**config.mk**
```make
export PLATFORM = sky130hd
export DESIGN_NAME = scg_sleep_gate
export DESIGN_NICKNAME = d
export VERILOG_FILES = /design/src/hdl/scg_pkg.sv /design/src/hdl/scg_gate_sel.sv /design/src/hdl/scg_fault_chk.sv /design/src/hdl/scg_sleep_gate.sv
export SDC_FILE = /design/constraint.sdc
export NUM_CORES = 1
export LEC_CHECK = 0
export BUFFER_PORTS_ARGS = -buffer_cell sky130_fd_sc_hd__buf_2
export CORE_MARGIN = 1
export CORE_UTILIZATION = 35
export DETAILED_ROUTE_END_ITERATION = 10
export PLACE_DENSITY = 0.63
export SYNTH_ARGS = -nofsm -noshare
export SYNTH_HDL_FRONTEND = slang
export SYNTH_HIERARCHICAL = 1
export SYNTH_SLANG_ARGS = --single-unit
export TNS_END_PERCENT = 50
```
**constraint.sdc**
```tcl
create_clock -name pclk -period 6.2 [get_ports pclk]
set_clock_uncertainty 0.2 [all_clocks]
set_input_delay 0.31 -clock pclk [delete_from_list [all_inputs] [get_ports pclk]]
set_output_delay 0.31 -clock pclk [all_outputs]
set_load 0.005 [all_outputs]
```
**src/hdl/scg_pkg.sv**
```systemverilog
// package: register map, field layout and types of the sleep clock gate block
package scg_pkg;

	// ------------------------------------------------------------------
	// register map (byte offsets from the system control base)
	// ------------------------------------------------------------------
	localparam logic [31:0] SCG_SYSCTL_BASE   = 32'h400fe000;
	localparam logic [11:0] SCG_OFF_RUN       = 12'h104;
	localparam logic [11:0] SCG_OFF_SLEEP     = 12'h114;
	localparam logic [11:0] SCG_OFF_DEEP      = 12'h124;
	localparam logic [11:0] SCG_OFF_CONFIG    = 12'h200;
	localparam logic [11:0] SCG_OFF_IRQ_STAT  = 12'h204;
	localparam logic [11:0] SCG_OFF_IRQ_MASK  = 12'h208;
	localparam logic [11:0] SCG_OFF_PMODE     = 12'h20c;

	// ------------------------------------------------------------------
	// gate register fields
	// ------------------------------------------------------------------
	localparam int SCG_BIT_ASER0  = 0;
	localparam int SCG_BIT_ASER1  = 1;
	localparam int SCG_BIT_SSER0  = 4;
	localparam int SCG_BIT_TWI0   = 12;
	localparam int SCG_BIT_TMR0   = 16;
	localparam int SCG_BIT_TMR1   = 17;
	localparam int SCG_BIT_TMR2   = 18;
	localparam int SCG_BIT_CMP0   = 24;
	localparam int SCG_NUM_UNITS  = 8;

	localparam logic [31:0] SCG_GATE_MASK  = 32'h01071013;
	localparam logic [31:0] SCG_GATE_RESET = 32'h00000000;
	localparam logic [31:0] SCG_ZERO_WORD  = 32'h00000000;

	// config register: bit 0 is the auto gate select
	localparam int          SCG_BIT_AUTO_SEL  = 0;
	localparam logic [31:0] SCG_CONFIG_RESET  = 32'h00000000;
	// interrupt status/mask: bit 0 fault, bit 1 gate change
	localparam int          SCG_IRQ_FAULT     = 0;
	localparam int          SCG_IRQ_CHANGE    = 1;
	localparam logic [1:0]  SCG_IRQ_RESET     = 2'h0;

	// ------------------------------------------------------------------
	// types
	// ------------------------------------------------------------------
	typedef enum logic [1:0] {
		SCG_MODE_RUN,
		SCG_MODE_SLEEP,
		SCG_MODE_DEEP
	} scg_mode_t;

	typedef struct packed {
		logic        sel;
		logic        wr;
		logic        en;
		logic [11:0] addr;
		logic [31:0] wdata;
	} scg_req_t;

	typedef struct packed {
		logic [SCG_NUM_UNITS-1:0] sel;
		logic                     en;
	} scg_unit_req_t;

	// expand the 32-bit gate layout to one enable per unit
	function automatic logic [SCG_NUM_UNITS-1:0] scg_units(
		input logic [31:0] w);
		scg_units = {w[SCG_BIT_CMP0], w[SCG_BIT_TMR2], w[SCG_BIT_TMR1],
			w[SCG_BIT_TMR0], w[SCG_BIT_TWI0], w[SCG_BIT_SSER0],
			w[SCG_BIT_ASER1], w[SCG_BIT_ASER0]};
	endfunction

endpackage

```
**src/hdl/scg_gate_sel.sv**
```systemverilog
// module: picks the active gate word from power mode and auto select
`timescale 1ns/1ps
module scg_gate_sel
	import scg_pkg::*;
(
	// gate words
	input  wire logic [31:0] run_word,
	input  wire logic [31:0] sleep_word,
	input  wire logic [31:0] deep_word,
	// selection
	input  wire scg_mode_t   mode,
	input  wire logic        auto_sel,
	// result
	output logic [SCG_NUM_UNITS-1:0] unit_en
);

	logic [31:0] word;

	always_comb begin
		word = run_word;
		if (auto_sel) begin
			unique case (mode)
				SCG_MODE_RUN:   word = run_word;
				SCG_MODE_SLEEP: word = sleep_word;
				SCG_MODE_DEEP:  word = deep_word;
				default:        word = run_word;
			endcase
		end
		// without auto select, sleep keeps the run enables
		unit_en = scg_units(word);
	end

endmodule

```
**src/hdl/scg_fault_chk.sv**
```systemverilog
// module: flags accesses aimed at a unit whose clock is gated off
`timescale 1ns/1ps
module scg_fault_chk
	import scg_pkg::*;
(
	// unit access
	input  wire scg_unit_req_t           ureq,
	input  wire logic [SCG_NUM_UNITS-1:0] unit_en,
	// verdict
	output logic                         fault
);

	// any selected unit whose enable is low faults the access
	always_comb begin
		fault = ureq.en && |(ureq.sel & ~unit_en);
	end

endmodule

```
**src/hdl/scg_sleep_gate.sv**
```systemverilog
// module: sleep mode clock gate register block with apb slave
//
// The APB interface to the registers is this design's own decision.
`timescale 1ns/1ps
module scg_sleep_gate
	import scg_pkg::*;
(
	// clock and reset
	input  wire logic                     pclk,
	input  wire logic                     presetn,
	// apb slave
	input  wire logic                     psel,
	input  wire logic                     penable,
	input  wire logic                     pwrite,
	input  wire logic [11:0]              paddr,
	input  wire logic [31:0]              pwdata,
	output logic [31:0]                   prdata,
	output logic                          pready,
	output logic                          pslverr,
	// power mode from the power controller
	input  wire scg_mode_t                power_mode,
	// peripheral unit access, answered next cycle
	input  wire scg_unit_req_t            unit_req,
	output logic                          unit_fault,
	// per-unit clock enables
	output logic [SCG_NUM_UNITS-1:0]      unit_clk_en,
	// interrupt
	output logic                          irq
);

	// ------------------------------------------------------------------
	// state
	// ------------------------------------------------------------------
	logic [31:0]              run_r, run_nxt;
	logic [31:0]              sleep_r, sleep_nxt;
	logic [31:0]              deep_r, deep_nxt;
	logic [31:0]              cfg_r, cfg_nxt;
	logic [1:0]               stat_r, stat_nxt;
	logic [1:0]               mask_r, mask_nxt;
	logic [31:0]              rdata_r, rdata_nxt;
	logic                     ready_r, ready_nxt;
	logic                     err_r, err_nxt;
	logic                     ufault_r, ufault_nxt;
	logic [SCG_NUM_UNITS-1:0] clken_r, clken_nxt;
	logic                     irq_r, irq_nxt;

	logic [SCG_NUM_UNITS-1:0] unit_en;
	logic                     fault_now;
	scg_req_t                 req;
	logic                     wr_go;
	logic                     rd_go;
	logic                     hit;

	assign req = '{sel: psel, wr: pwrite, en: penable, addr: paddr,
		wdata: pwdata};
	// one-wait answer: the access phase ends when ready_r is seen
	assign wr_go = req.sel && req.en && req.wr && !ready_r;
	assign rd_go = req.sel && req.en && !req.wr && !ready_r;

	// ------------------------------------------------------------------
	// gate select and fault check
	// ------------------------------------------------------------------
	scg_gate_sel u_sel (
		.run_word   (run_r),
		.sleep_word (sleep_r),
		.deep_word  (deep_r),
		.mode       (power_mode),
		.auto_sel   (cfg_r[SCG_BIT_AUTO_SEL]),
		.unit_en    (unit_en)
	);

	scg_fault_chk u_chk (
		.ureq    (unit_req),
		.unit_en (clken_r),
		.fault   (fault_now)
	);

	// ------------------------------------------------------------------
	// register file and bus
	// ------------------------------------------------------------------
	always_comb begin
		run_nxt   = run_r;
		sleep_nxt = sleep_r;
		deep_nxt  = deep_r;
		cfg_nxt   = cfg_r;
		mask_nxt  = mask_r;
		stat_nxt  = stat_r;
		rdata_nxt = rdata_r;
		err_nxt   = 1'b0;
		ready_nxt = 1'b0;
		hit       = 1'b1;
		if (req.sel && req.en && !ready_r) begin
			ready_nxt = 1'b1;
		end
		if (wr_go) begin
			unique case (req.addr)
				SCG_OFF_RUN:      run_nxt   = req.wdata & SCG_GATE_MASK;
				SCG_OFF_SLEEP:    sleep_nxt = req.wdata & SCG_GATE_MASK;
				SCG_OFF_DEEP:     deep_nxt  = req.wdata & SCG_GATE_MASK;
				SCG_OFF_CONFIG:   cfg_nxt[SCG_BIT_AUTO_SEL] =
					req.wdata[SCG_BIT_AUTO_SEL];
				SCG_OFF_IRQ_MASK: mask_nxt  = req.wdata[1:0];
				SCG_OFF_IRQ_STAT: stat_nxt  = stat_r & ~req.wdata[1:0];
				SCG_OFF_PMODE:    hit       = 1'b0;
				default:          hit       = 1'b0;
			endcase
			err_nxt = !hit;
		end
		if (rd_go) begin
			unique case (req.addr)
				SCG_OFF_RUN:      rdata_nxt = run_r;
				SCG_OFF_SLEEP:    rdata_nxt = sleep_r;
				SCG_OFF_DEEP:     rdata_nxt = deep_r;
				SCG_OFF_CONFIG:   rdata_nxt = cfg_r;
				SCG_OFF_IRQ_STAT: rdata_nxt = {30'h0, stat_r};
				SCG_OFF_IRQ_MASK: rdata_nxt = {30'h0, mask_r};
				SCG_OFF_PMODE:    rdata_nxt = {30'h0, power_mode};
				default: begin
					rdata_nxt = SCG_ZERO_WORD;
					hit       = 1'b0;
				end
			endcase
			err_nxt = !hit;
		end
		// events: set wins over the write-one clear above
		if (fault_now) begin
			stat_nxt[SCG_IRQ_FAULT] = 1'b1;
		end
		if (unit_en != clken_r) begin
			stat_nxt[SCG_IRQ_CHANGE] = 1'b1;
		end
		clken_nxt  = unit_en;
		ufault_nxt = fault_now;
		irq_nxt    = |(stat_nxt & mask_nxt);
	end

	always_ff @(posedge pclk or negedge presetn) begin
		if (!presetn) begin
			run_r    <= SCG_GATE_RESET;
			sleep_r  <= SCG_GATE_RESET;
			deep_r   <= SCG_GATE_RESET;
			cfg_r    <= SCG_CONFIG_RESET;
			stat_r   <= SCG_IRQ_RESET;
			mask_r   <= SCG_IRQ_RESET;
			rdata_r  <= SCG_ZERO_WORD;
			ready_r  <= 1'b0;
			err_r    <= 1'b0;
			ufault_r <= 1'b0;
			clken_r  <= '0;
			irq_r    <= 1'b0;
		end else begin
			run_r    <= run_nxt;
			sleep_r  <= sleep_nxt;
			deep_r   <= deep_nxt;
			cfg_r    <= cfg_nxt;
			stat_r   <= stat_nxt;
			mask_r   <= mask_nxt;
			rdata_r  <= rdata_nxt;
			ready_r  <= ready_nxt;
			err_r    <= err_nxt;
			ufault_r <= ufault_nxt;
			clken_r  <= clken_nxt;
			irq_r    <= irq_nxt;
		end
	end

	assign prdata      = rdata_r;
	assign pready      = ready_r;
	assign pslverr     = err_r;
	assign unit_fault  = ufault_r;
	assign unit_clk_en = clken_r;
	assign irq         = irq_r;
endmodule

```
# == After elaboration in Yosys (flattened, before gate mapping) ==
# Index checks and enable logic that the tools add are counted.
# word_totals
elab_cells,63
ff_bits,73
inputBits,60
output_inout_bits,44
# classes
bitwise,5
mux,17
eq_ne,10
reduce_logical,19
# ops
cell,count
one-hot mux 25 bit (7 select lines),1
one-hot mux 25 bit (2 select lines),1
equality test 12 x 10 -> 1 bit (second input constant),4
equality test 12 x 9 -> 1 bit (second input constant),3
2-to-1 mux 25 bit,1
2-to-1 mux 1 bit,10
AND 8 bit,1
2-to-1 mux 2 bit,4
!= test 8 bit,1
NOT 8 bit,1
AND reduction 2 bit,4
OR reduction 8 bit,1
logical AND 1 bit,7
OR reduction 7 bit,1
OR reduction 6 bit,1
AND 2 bit,2
logical NOT 1 bit,4
equality test 2 x 1 -> 1 bit (second input constant),1
equality test 2 bit (second input constant),1
NOT 2 bit,1
OR reduction 2 bit,1

# == Logic depth before layout (Yosys ltp) ==
# Gate-level depths: netlist (run 1).
# depth
ltp_word,9
ltp_mapped,9
ltp_nobuf,8

# == Modules after synthesis ==
# The synthesis (run 1) kept the hierarchy.
# modules_own_cells
mod,area_each_um2,instances,cells_per_inst,seq_area_each_um2
scg_sleep_gate,2392.3,1,193,1226.2
scg_gate_sel,262.8,1,24,0.0
scg_fault_chk,66.3,1,13,0.0

# == Least setup slack after synthesis (run 1) ==
# No wires, ideal clock.
# synth_path
path_kind,input-to-reg
from,in paddr[5]
to,"reg irq_r, in the netlist irq"
cell_stages,6
n_path_buf,1
t_arrival_ps,2102
setup_time_ps,121
path_slack_ps,3777
required_time_ps,5879
cell_sequence,buf_6 > or4b_4 > nor4b_4 > and4bb_4 > mux2_4 > a22o_1
# synth_between
word_cells_on_any_way,10
cone_classes,eq/ne (2); mux (6); bitwise (1); reduce/logical (1)
# synth_rtl
element,line,source
start: declaration,scg_sleep_gate.sv:15,"input wire logic [11:0] paddr,"
equality test 12 x 10 -> 1 bit,scg_sleep_gate.sv:96,unique case (req.addr)
2-to-1 mux 2 bit,scg_sleep_gate.sv:96,
2-to-1 mux 2 bit,scg_sleep_gate.sv:95,if (wr_go) begin
net mask_nxt[0],scg_sleep_gate.sv:39,"logic [1:0] mask_r, mask_nxt;"
AND 2 bit,scg_sleep_gate.sv:134,irq_nxt = |(stat_nxt & mask_nxt);
OR reduction 2 bit,scg_sleep_gate.sv:134,
net irq_nxt,scg_sleep_gate.sv:45,"logic irq_r, irq_nxt;"
end signal: assignment,scg_sleep_gate.sv:163,irq_r <= irq_nxt;
end: declaration,scg_sleep_gate.sv:45,
# The timed path passes the listed nets, and every way through them passes these cells.
# A chain may end at the register's enable or synchronous reset.

# == Final worst setup path (run 1) ==
# layout_path
from,in power_mode[0]
to,"reg irq_r, in the netlist irq"
# layout_between
elab_chain_len,7
word_cells_on_any_way,8
cone_classes,eq/ne (3); mux (3); bitwise (1); reduce/logical (1)
# layout_rtl
element,line,source
start: declaration,scg_sleep_gate.sv:21,"input wire scg_mode_t power_mode,"
equality test 2 bit / equality test 2 x 1 -> 1 bit (equally long branches),scg_gate_sel.sv:22,unique case (mode)
one-hot mux 25 bit (2 select lines) (*),scg_gate_sel.sv:22,
2-to-1 mux 25 bit (*),scg_gate_sel.sv:21,if (auto_sel) begin
net clken_nxt[5],scg_sleep_gate.sv:44,"logic [SCG_NUM_UNITS-1:0] clken_r, clken_nxt;"
!= test 8 bit (*),scg_sleep_gate.sv:129,if (unit_en != clken_r) begin
2-to-1 mux 1 bit (*),scg_sleep_gate.sv:129,
net stat_nxt[1],scg_sleep_gate.sv:38,"logic [1:0] stat_r, stat_nxt;"
AND 2 bit (*),scg_sleep_gate.sv:134,
OR reduction 2 bit (*),scg_sleep_gate.sv:134,
net irq_nxt,scg_sleep_gate.sv:45,
# The timed path passes the listed nets; every way through them passes the cells marked *.

==> results of run 1 <==
## report_power, final
part	leakage (nW)	switching, mW	internal [mW]
Combinational	0.879	0.0333	0.0185
Clock	0.0512	0.106	0.0905
Sequential	0.675	0.00181	0.323
Total	1.61	0.141	0.432
## layout by cell type, fill, tap and decap left out, types with 3 or more instances in the layout
master	Yosys	final
inv_1	13	13
nor2b_1	4	4
nor4_1	3	3
mux2_2	20	20
o21ai_1	8	8
clkbuf_8	0	6
mux2_1	12	12
a22o_1	10	10
o22ai_1	4	4
nor2_1	4	4
dfrtp_1	49	49
a22oi_1	8	8
mux2_4	10	10
xor2_1	8	8
conb_1	1	24
nand2_1	18	18
buf_2	0	55
## worst register-to-register path, cell delays in order, from the launching register on
cell and delay, ns:
dfrtp_1 0.38, nor2b_1 0.86, mux2_4 0.37, xor2_1 0.14, nor4_1 0.29, nand3_1 0.16
a22o_1 0.21
## state kept, by name, indices dropped and copies added (netlist names), 2 cells and up
register	flops
deep_r	8
prdata	8
run_r	8
sleep_r	8
unit_clk_en	8
mask_r	2
stat_r	2
## logic make-up after synthesis
family,Yosys count,share of synthesized area (%)
muxes,45,20.32
DFF,49,45.06
adders and majority gates,2,0.9194
other,1,0.1378
buffers and inverters,44,10.48
and+or+nand+nor,42,10.34
AOI/OAI and AO/OA,39,10.16
xor gates and xnor gates,8,2.575
## routing by layer
metal / wire, um / vias to the layer above / GRT usage, %
li1: - / 879 / -
met1: 2446 / 892 / 18.35
met2: 2733 / 72 / 24.49
met3: 345 / 5 / 3.976
met4: 73 / 0 / 5.242
met5: 0 / - / 0
## final timing paths
kind                          startpoint        endpoint  slack, ns  cells after the start
max                        power_mode[0]             irq       3.45                      9
min                              presetn      prdata[24]      0.002                      1
min in group pclk             pwdata[16]      deep_r[16]       0.05                      2
min reg2reg                   prdata[17]      prdata[17]       0.29                      2
max in group asynchronous        presetn  unit_clk_en[2]       5.14                      1
max reg2reg                     cfg_r[0]             irq       3.48                      6
## through the flow
stage / setup WS, ns / util, % / power, mW
finish: 3.449 / 41.61 / 0.5724
global route: 3.318 / 41.61 / 0.5948
CTS: 3.401 / 41.61 / 0.5775
detailed placement: 3.060 / 40.31 / 0.3832
global placement: 3.096 / 40.31 / 0.3823
floorplan: 3.777 / - / 0.3669
## cell type report
class,instances,area share [%]
Multi-Input combinational cell,160,42.27
Sequential cell,49,39.98
Timing Repair Buffer,55,8.976
Tap cell,99,4.039
Clock buffer,6,2.693
Inverter,13,1.591
Clock inverter,2,0.4488
## cells in the mapped netlist, types with 2 or more instances
master    number  area share, %
dfrtp_1       49             45
buf_4         24            6.6
mux2_2        20            8.3
nand2_1       18            2.5
inv_1         13            1.8
mux2_1        12            5.0
a22o_1        10            3.2
mux2_4        10            5.5
a22oi_1        8            2.2
o21ai_1        8            1.5
xor2_1         8            2.6
buf_6          4            1.7
nor2_1         4           0.55
nor2b_1        4           0.92
o22ai_1        4           0.92
nor4_1         3           0.69
a21oi_1        2           0.37
clkbuf_1       2           0.28
ha_1           2           0.92
mux2i_1        2           0.74
nor3_1         2           0.37
nor4_4         2            1.6
o21ai_0        2           0.37
==> metrics.txt, run 1 <==
dpl hpwl=4.188 mm; CTS Hold Bufs=0; grt ovf=0; DP Cell Count=376; Die Area=8132 sq um; worst skew pair latency=0.30 ns; initial antenna violation count=0; Pleak=1.605 nW; maxcap violations=0; Worst EP arrival=2.75 ns; Die Y=90.18 um; CTS buffer count=5; slew of the pin with the lowest slew margin=1.083 ns; clock tree from TritonCTS=yes; Post-Route WL=5.598 mm; number of enable flip-flop cells after synthesis=0; layout cell share with drive strength beyond 1=35.09%; net count reported at finish=346; fin cells=384; IO Pins=104; total area of sequential cells=1226 sq um; synth-to-layout area growth=12.69%; Setup Fix Bufs, Post-CTS=0; path category of the worst min-delay check=input port to async pin; first-pass GRT wire length=9.404 mm; Synth warnings=6; via count=1,848; Synth cell types=40; RSZ-0062 raised after global routing=no; FP Rows=31; placeable core area=7370 sq um; Hold Slack=0.001675 ns; Filler Cell Count=729; peak supply drop=0.08268 mV; Crit path max-delay family=simple AND/OR/NAND/NOR gates; Post-DP Area=2970 sq um; Required @ worst endpoint=6.19 ns; Avg Cell Area, Syn=11.83 sq um; port bufs=55; routed len/inst=14.58 um; status=completed; Cell Chain, Critical Path=buf_2 > inv_1 > ha_1 > nor2b_1 > mux2_4 > xor2_1 > nor4_1 > nand3_1 > a22o_1; vias in the first global route=1,856; footprint of the multi-input gates=1296 sq um; Max Transition Viols Final=0; Slew headroom=27.68%; min cycle time layout=2.751 ns; Buf/Inv on CP=2; Worst Setup Start Kind=input port; kind of critical path=input port to flip-flop; clock tree buffer depth=2; Final GP Congestion=0.8460; # H-tree levels=2; Syn Std Cell Area=2721 sq um; Die X=90.18 um; Slowest-stage cell, CP=nor2b_1; Clock Sinks=49; top_reg_cell synth=dfrtp_1; setup_tns=0 ns; Seq/Total Area, Yosys=45.06%; Finish-stage setup viols=0; pin count of the biggest net entering global routing=50; synthesized instance count=230; Initial Utilization=36.93%; vias per std cell=4.813; # resized after CTS=0; global-route usage over all layers=14.73%; clock root cell=clkbuf_8; final hold vios=0; fmax=363.5 MHz; initial drt markers=42; DRC Markers=0; antenna fix cells=0; Yosys reg bits=49; Final period util=44.37%; ANT nets after route=0; drt pass-1 iters=4; Worst-path clk slew=0.09 ns; async set-or-reset flop fraction in the synthesized netlist=100.0%; cell area power density=186.7 nW/um^2; crit end category=flip-flop; Max stage delay on crit path=0.83 ns; Worst Path Max Fanout=8; Post-Layout Inst Area=3067 sq um
Note: power is estimated with default switching activity, not from simulation.
==> run 2, diff against run 1 <==
Clock period 6.2 ns to 2.9 ns, I/O delays scaled along.
==> metrics.txt, run 2 (synthesis results as in run 1) <==
Die X=90.18 um (unchanged); flop2flop setup slack=0.74 ns (-2.74 ns); maxcap violations=0 (unchanged); DP Cell Count=381 (+1.3%); vias per std cell=4.646 (-3.5%); Cell Chain, Critical Path=buf_2 > or4b_4 > nor4b_4 > and4bb_4 > mux2_4 > a22o_1; grt ovf=0 (unchanged); Hold Slack=0.05102 ns (+0.04935 ns); dpl ws=0.3868 ns (-2.673 ns); CTS buffer count=5 (unchanged); via count=1,863 (+0.81%); DRC Markers=0 (unchanged); first-pass GRT wire length=9.618 mm (+2.3%); dpl hpwl=4.148 mm (-0.94%); slew of the pin with the lowest slew margin=1.061 ns (-0.02101 ns); Post-DP Area=3008 sq um (+1.3%); Worst EP arrival=2.19 ns (-0.56 ns); Crit path max-delay family=simple AND/OR/NAND/NOR gates; Final GP Congestion=0.8443 (-0.20%); worst setup margin=0.6981 ns (-2.751 ns); global-route usage over all layers=14.93% (+0.20 points); Post-Route WL=5.608 mm (+0.18%); clock tree from TritonCTS=yes; net count reported at finish=363 (+4.9%); initial drt markers=67 (+60%); path category of the worst min-delay check=input port to flip-flop; final hold vios=0 (unchanged); synth-to-layout area growth=18.48%; setup_tns=0 ns (unchanged); Required @ worst endpoint=2.89 ns (-3.30 ns); Flop pwr share=56.3% (-0.4 points); Die Area=8132 sq um (unchanged); clock root cell=clkbuf_8; Clock Sinks=49 (unchanged); Post-Layout Inst Area=3224 sq um (+5.1%); clock tree buffer depth=2 (unchanged); antenna fix cells=0 (unchanged); Buf/Inv on CP=1 (-1); total power=1.232 mW (+120%); fin cells=401 (+4.4%); fmax=454.1 MHz; Max stage delay on crit path=0.59 ns (-0.24 ns); pin count of the biggest net entering global routing=50 (unchanged); internal power component=0.9336 mW (+120%); Initial Utilization=36.93% (unchanged); Net Sw Frac=24.24% (-0.34 points); min cycle time layout=2.202 ns; Psw=0.2987 mW (+110%); Util after Layout=43.75% (+2.1 points); worst skew pair latency=0.29 ns (about the same); commonest non-fill, non-tap cell in the layout=buf_2; # H-tree levels=2 (unchanged); placeable core area=7370 sq um (unchanged); kind of critical path=input port to flip-flop; Worst-path clk slew=0.09 ns (about the same); vias in the first global route=1,924 (+3.7%); clock share of power=33.7% (-0.6 points); Worst Setup Start Kind=input port; drt pass-1 iters=4 (unchanged); Slew headroom=29.23% (+1.5 points); Pleak=1.684 nW (+4.9%); port bufs=55 (unchanged); Setup Fix Bufs, Post-CTS=0 (unchanged); Slowest-stage cell, CP=or4b_4; Finish-stage setup viols=0 (unchanged); Final period util=75.93%; IO Pins=104 (unchanged); FP Rows=31 (unchanged); Max Transition Viols Final=0 (unchanged); ANT nets after route=0 (unchanged); cell area power density=382.2 nW/um^2 (+100%); routed len/inst=13.99 um (-4.1%); Die Y=90.18 um (unchanged); Filler Cell Count=713 (-2.2%); combinational power share=10.0% (+1.0 points); Worst Path Max Fanout=13 (+5); status=completed; layout cell share with drive strength beyond 1=34.77% (-0.32 points); crit end category=flip-flop; peak supply drop=0.2264 mV (+170%); initial antenna violation count=0 (unchanged); commonest non-fill, non-tap cells in the layout=buf_2 (55), dfrtp_1 (49), conb_1 (24); RSZ-0062 raised after global routing=no
[run 2: cell types whose count changed in the layout (fill, tap and decap cells not counted), sizes merged]
cell | previous run | this run
buf | 55 | 60
dlygate4sd3 | 0 | 12
[run 2: layout make-up]
cell class	count	area (sq um)	share of cell area, %
multi-input combinational	160	1296	40.20
inverter	13	48.80	1.513
clock buffer	6	82.58	2.561
timing repair buffer	72	432.9	13.43
tap	99	123.9	3.842
sequential	49	1226	38.03
clock inverter	2	13.76	0.4269
[run 2: power by group through the flow]
stage                     Sequential, mW  Combinational (mW)  Clock (mW)
after detailed placement           0.707               0.113           0
after CTS                          0.694               0.125       0.430
final                              0.694               0.123       0.416
after floorplan                    0.707              0.0778           0
after global routing               0.695               0.137       0.458
after global placement             0.707               0.110           0
[run 2: timing repair]
action / 4_1_cts / 5_1_grt
hold endpoints to repair: 76 / 0
resized for setup: 0 / 0
endpoints found under the setup margin: 0 / 0
hold buffers: 12 / 0
[run 2: worst min-delay path, stage by stage]
cell and delay (ns):
buf_2 0.11, nor4b_4 0.06, nand2_1 0.07, mux2_1 0.13
[run 2: path summary, 6_finish.rpt]
check | start | end | cells past startpoint
max in group asynchronous | presetn | unit_clk_en[1] | 2
worst min-delay path | paddr[10] | cfg_r[0] | 4
worst min register to register | prdata[18] | prdata[18] | 2
worst max register to register | cfg_r[0] | irq | 7
worst max-delay path | paddr[4] | irq | 6
min in group asynchronous | presetn | prdata[4] | 2
[run 2: per-layer routing]
layer  wire [um]  part of all wire [%]  global-route usage [%]
met1        2641                    47                   20.39
met3         209                   3.7                   2.284
met2        2692                    48                   24.43
met5           0                     0                       0
met4          65                   1.2                   4.435
==> run 3, diff against run 2 <==
Clock period 2.9 ns to 2.05 ns, I/O delays scaled along.
==> metrics.txt, run 3 (synthesis results as in run 1) <==
total power=1.748 mW (+42%); maxcap violations=0 (unchanged); vias per std cell=4.734 (+1.9%); commonest non-fill, non-tap cell in the layout=buf_2; IO Pins=104 (unchanged); Cell Chain, Critical Path=nor2b_4 > buf_6 > mux2_4 > xor2_1 > nor4_1 > nand3_1 > a22o_1; final hold vios=0 (unchanged); Hold Slack=0.03366 ns (-0.01736 ns); Worst-path clk slew=0.09 ns (about the same); initial drt markers=56 (-16%); clock tree from TritonCTS=yes; Die Y=90.18 um (unchanged); Clock Sinks=49 (unchanged); initial antenna violation count=0 (unchanged); Slowest-stage cell, CP=dfrtp_1; vias in the first global route=1,913 (-0.57%); status=completed; Die X=90.18 um (unchanged); dpl hpwl=4.958 mm (+20%); synth-to-layout area growth=25.06%; Worst EP arrival=2.03 ns (-0.16 ns); routed len/inst=14.77 um (+5.6%); total area of sequential cells=1226 sq um (unchanged); Post-Route WL=6.220 mm (+11%); Initial Utilization=36.93% (unchanged); Required @ worst endpoint=2.04 ns (-0.85 ns); clock tree buffer depth=2 (unchanged); worst setup margin=0.01039 ns (-0.6877 ns); global-route usage over all layers=15.70% (+0.77 points); fin cells=421 (+5.0%); kind of critical path=flip-flop to flip-flop; path category of the worst min-delay check=input port to flip-flop; Final period util=99.49%; DRC Markers=0 (unchanged); placeable core area=7370 sq um (unchanged); DP Cell Count=402 (+5.5%); Worst Path Max Fanout=4 (-9); pin count of the biggest net entering global routing=19 (-62%); ANT nets after route=0 (unchanged); layout cell share with drive strength beyond 1=40.37% (+5.6 points); Crit path max-delay family=simple AND/OR/NAND/NOR gates; cell area power density=513.5 nW/um^2 (+34%); fmax=490.3 MHz; commonest non-fill, non-tap cells in the layout=buf_2 (55), dfrtp_1 (49), conb_1 (24), buf_4 (24), mux2_2 (20); port bufs=55 (unchanged); dpl ws=-0.2313 ns (-0.6181 ns); antenna fix cells=0 (unchanged); Finish-stage setup viols=0 (unchanged); peak supply drop=0.2726 mV (+20%); grt ovf=0 (unchanged); CTS buffer count=5 (unchanged); via count=1,993 (+7.0%); Util after Layout=46.18% (+2.4 points); Filler Cell Count=698 (-2.1%); Die Area=8132 sq um (unchanged); Max stage delay on crit path=0.35 ns (-0.24 ns); first-pass GRT wire length=9.936 mm (+3.3%); Buf/Inv on CP=1 (unchanged); Max Transition Viols Final=0 (unchanged); RSZ-0062 raised after global routing=yes; clock root cell=clkbuf_8; Worst Setup Start Kind=flip-flop; # H-tree levels=2 (unchanged); drt pass-1 iters=4 (unchanged); crit end category=flip-flop; min cycle time layout=2.040 ns; Pleak=1.793 nW (+6.5%); footprint of the multi-input gates=1320 sq um (+1.8%); worst skew pair latency=0.30 ns (about the same); Final GP Congestion=0.8926 (+5.7%); net count reported at finish=383 (+5.5%); FP Rows=31 (unchanged)
[run 3: worst paths after layout]
check | startpoint | end | slack [ns] | cells past startpoint
worst max-delay path | cfg_r[0] | irq | 0.01 | 7
worst min register to register | prdata[1] | prdata[1] | 0.29 | 2
min in group asynchronous | presetn | prdata[24] | 0.05 | 2
max in group asynchronous | presetn | prdata[0] | 1.02 | 3
worst min-delay path | pwrite | prdata[24] | 0.03 | 4
worst max register to register | cfg_r[0] | irq | 0.01 | 7
[run 3: cell type report]
type | instances | area share, %
Multi-Input combinational cell | 160 | 38.79
Sequential cell | 49 | 36.03
Timing Repair Buffer | 92 | 17.57
Tap cell | 99 | 3.640
Clock buffer | 5 | 2.022
Inverter | 13 | 1.434
Clock inverter | 3 | 0.5147
[run 3: power breakdown]
part	total [mW]	switching [mW]	internal, mW
Combinational	0.206	0.112	0.0941
Clock	0.558	0.322	0.236
Sequential	0.984	0.00791	0.976
Total	1.75	0.442	1.31
[run 3: worst reg2reg max path: stages, from the launching register on]
cell     delay (ns)
dfrtp_1        0.35
nor2b_4        0.17
buf_6          0.13
mux2_4         0.31
xor2_1         0.14
nor4_1         0.27
nand3_1        0.15
a22o_1         0.21
[run 3: timing repair]
item | CTS | global route
resized for setup | 5 | 1
endpoints found under the hold margin | 78 | 0
setup buffers | 0 | 1
endpoints found under the setup margin | 1 | 1
hold buffers | 10 | 0
pin swaps | 4 | 4
[run 3: metrics by stage]
step	setup TNS (ns)	instance area [sq um]
final	0	3403
after global routing	-0.06561	3403
after CTS	-0.002524	3388
after detailed placement	-0.2837	3184
after global placement	-0.2337	3184
after floorplan	-0.4819	2814
[run 3: routing by layer]
layer / wire length, um / GRT usage [%] / vias to the layer above
li1: - / - / 954
met1: 2933 / 21.67 / 963
met2: 2934 / 25.25 / 74
met3: 309 / 2.792 / 2
met4: 42 / 4.435 / 0
met5: 0 / 0 / -
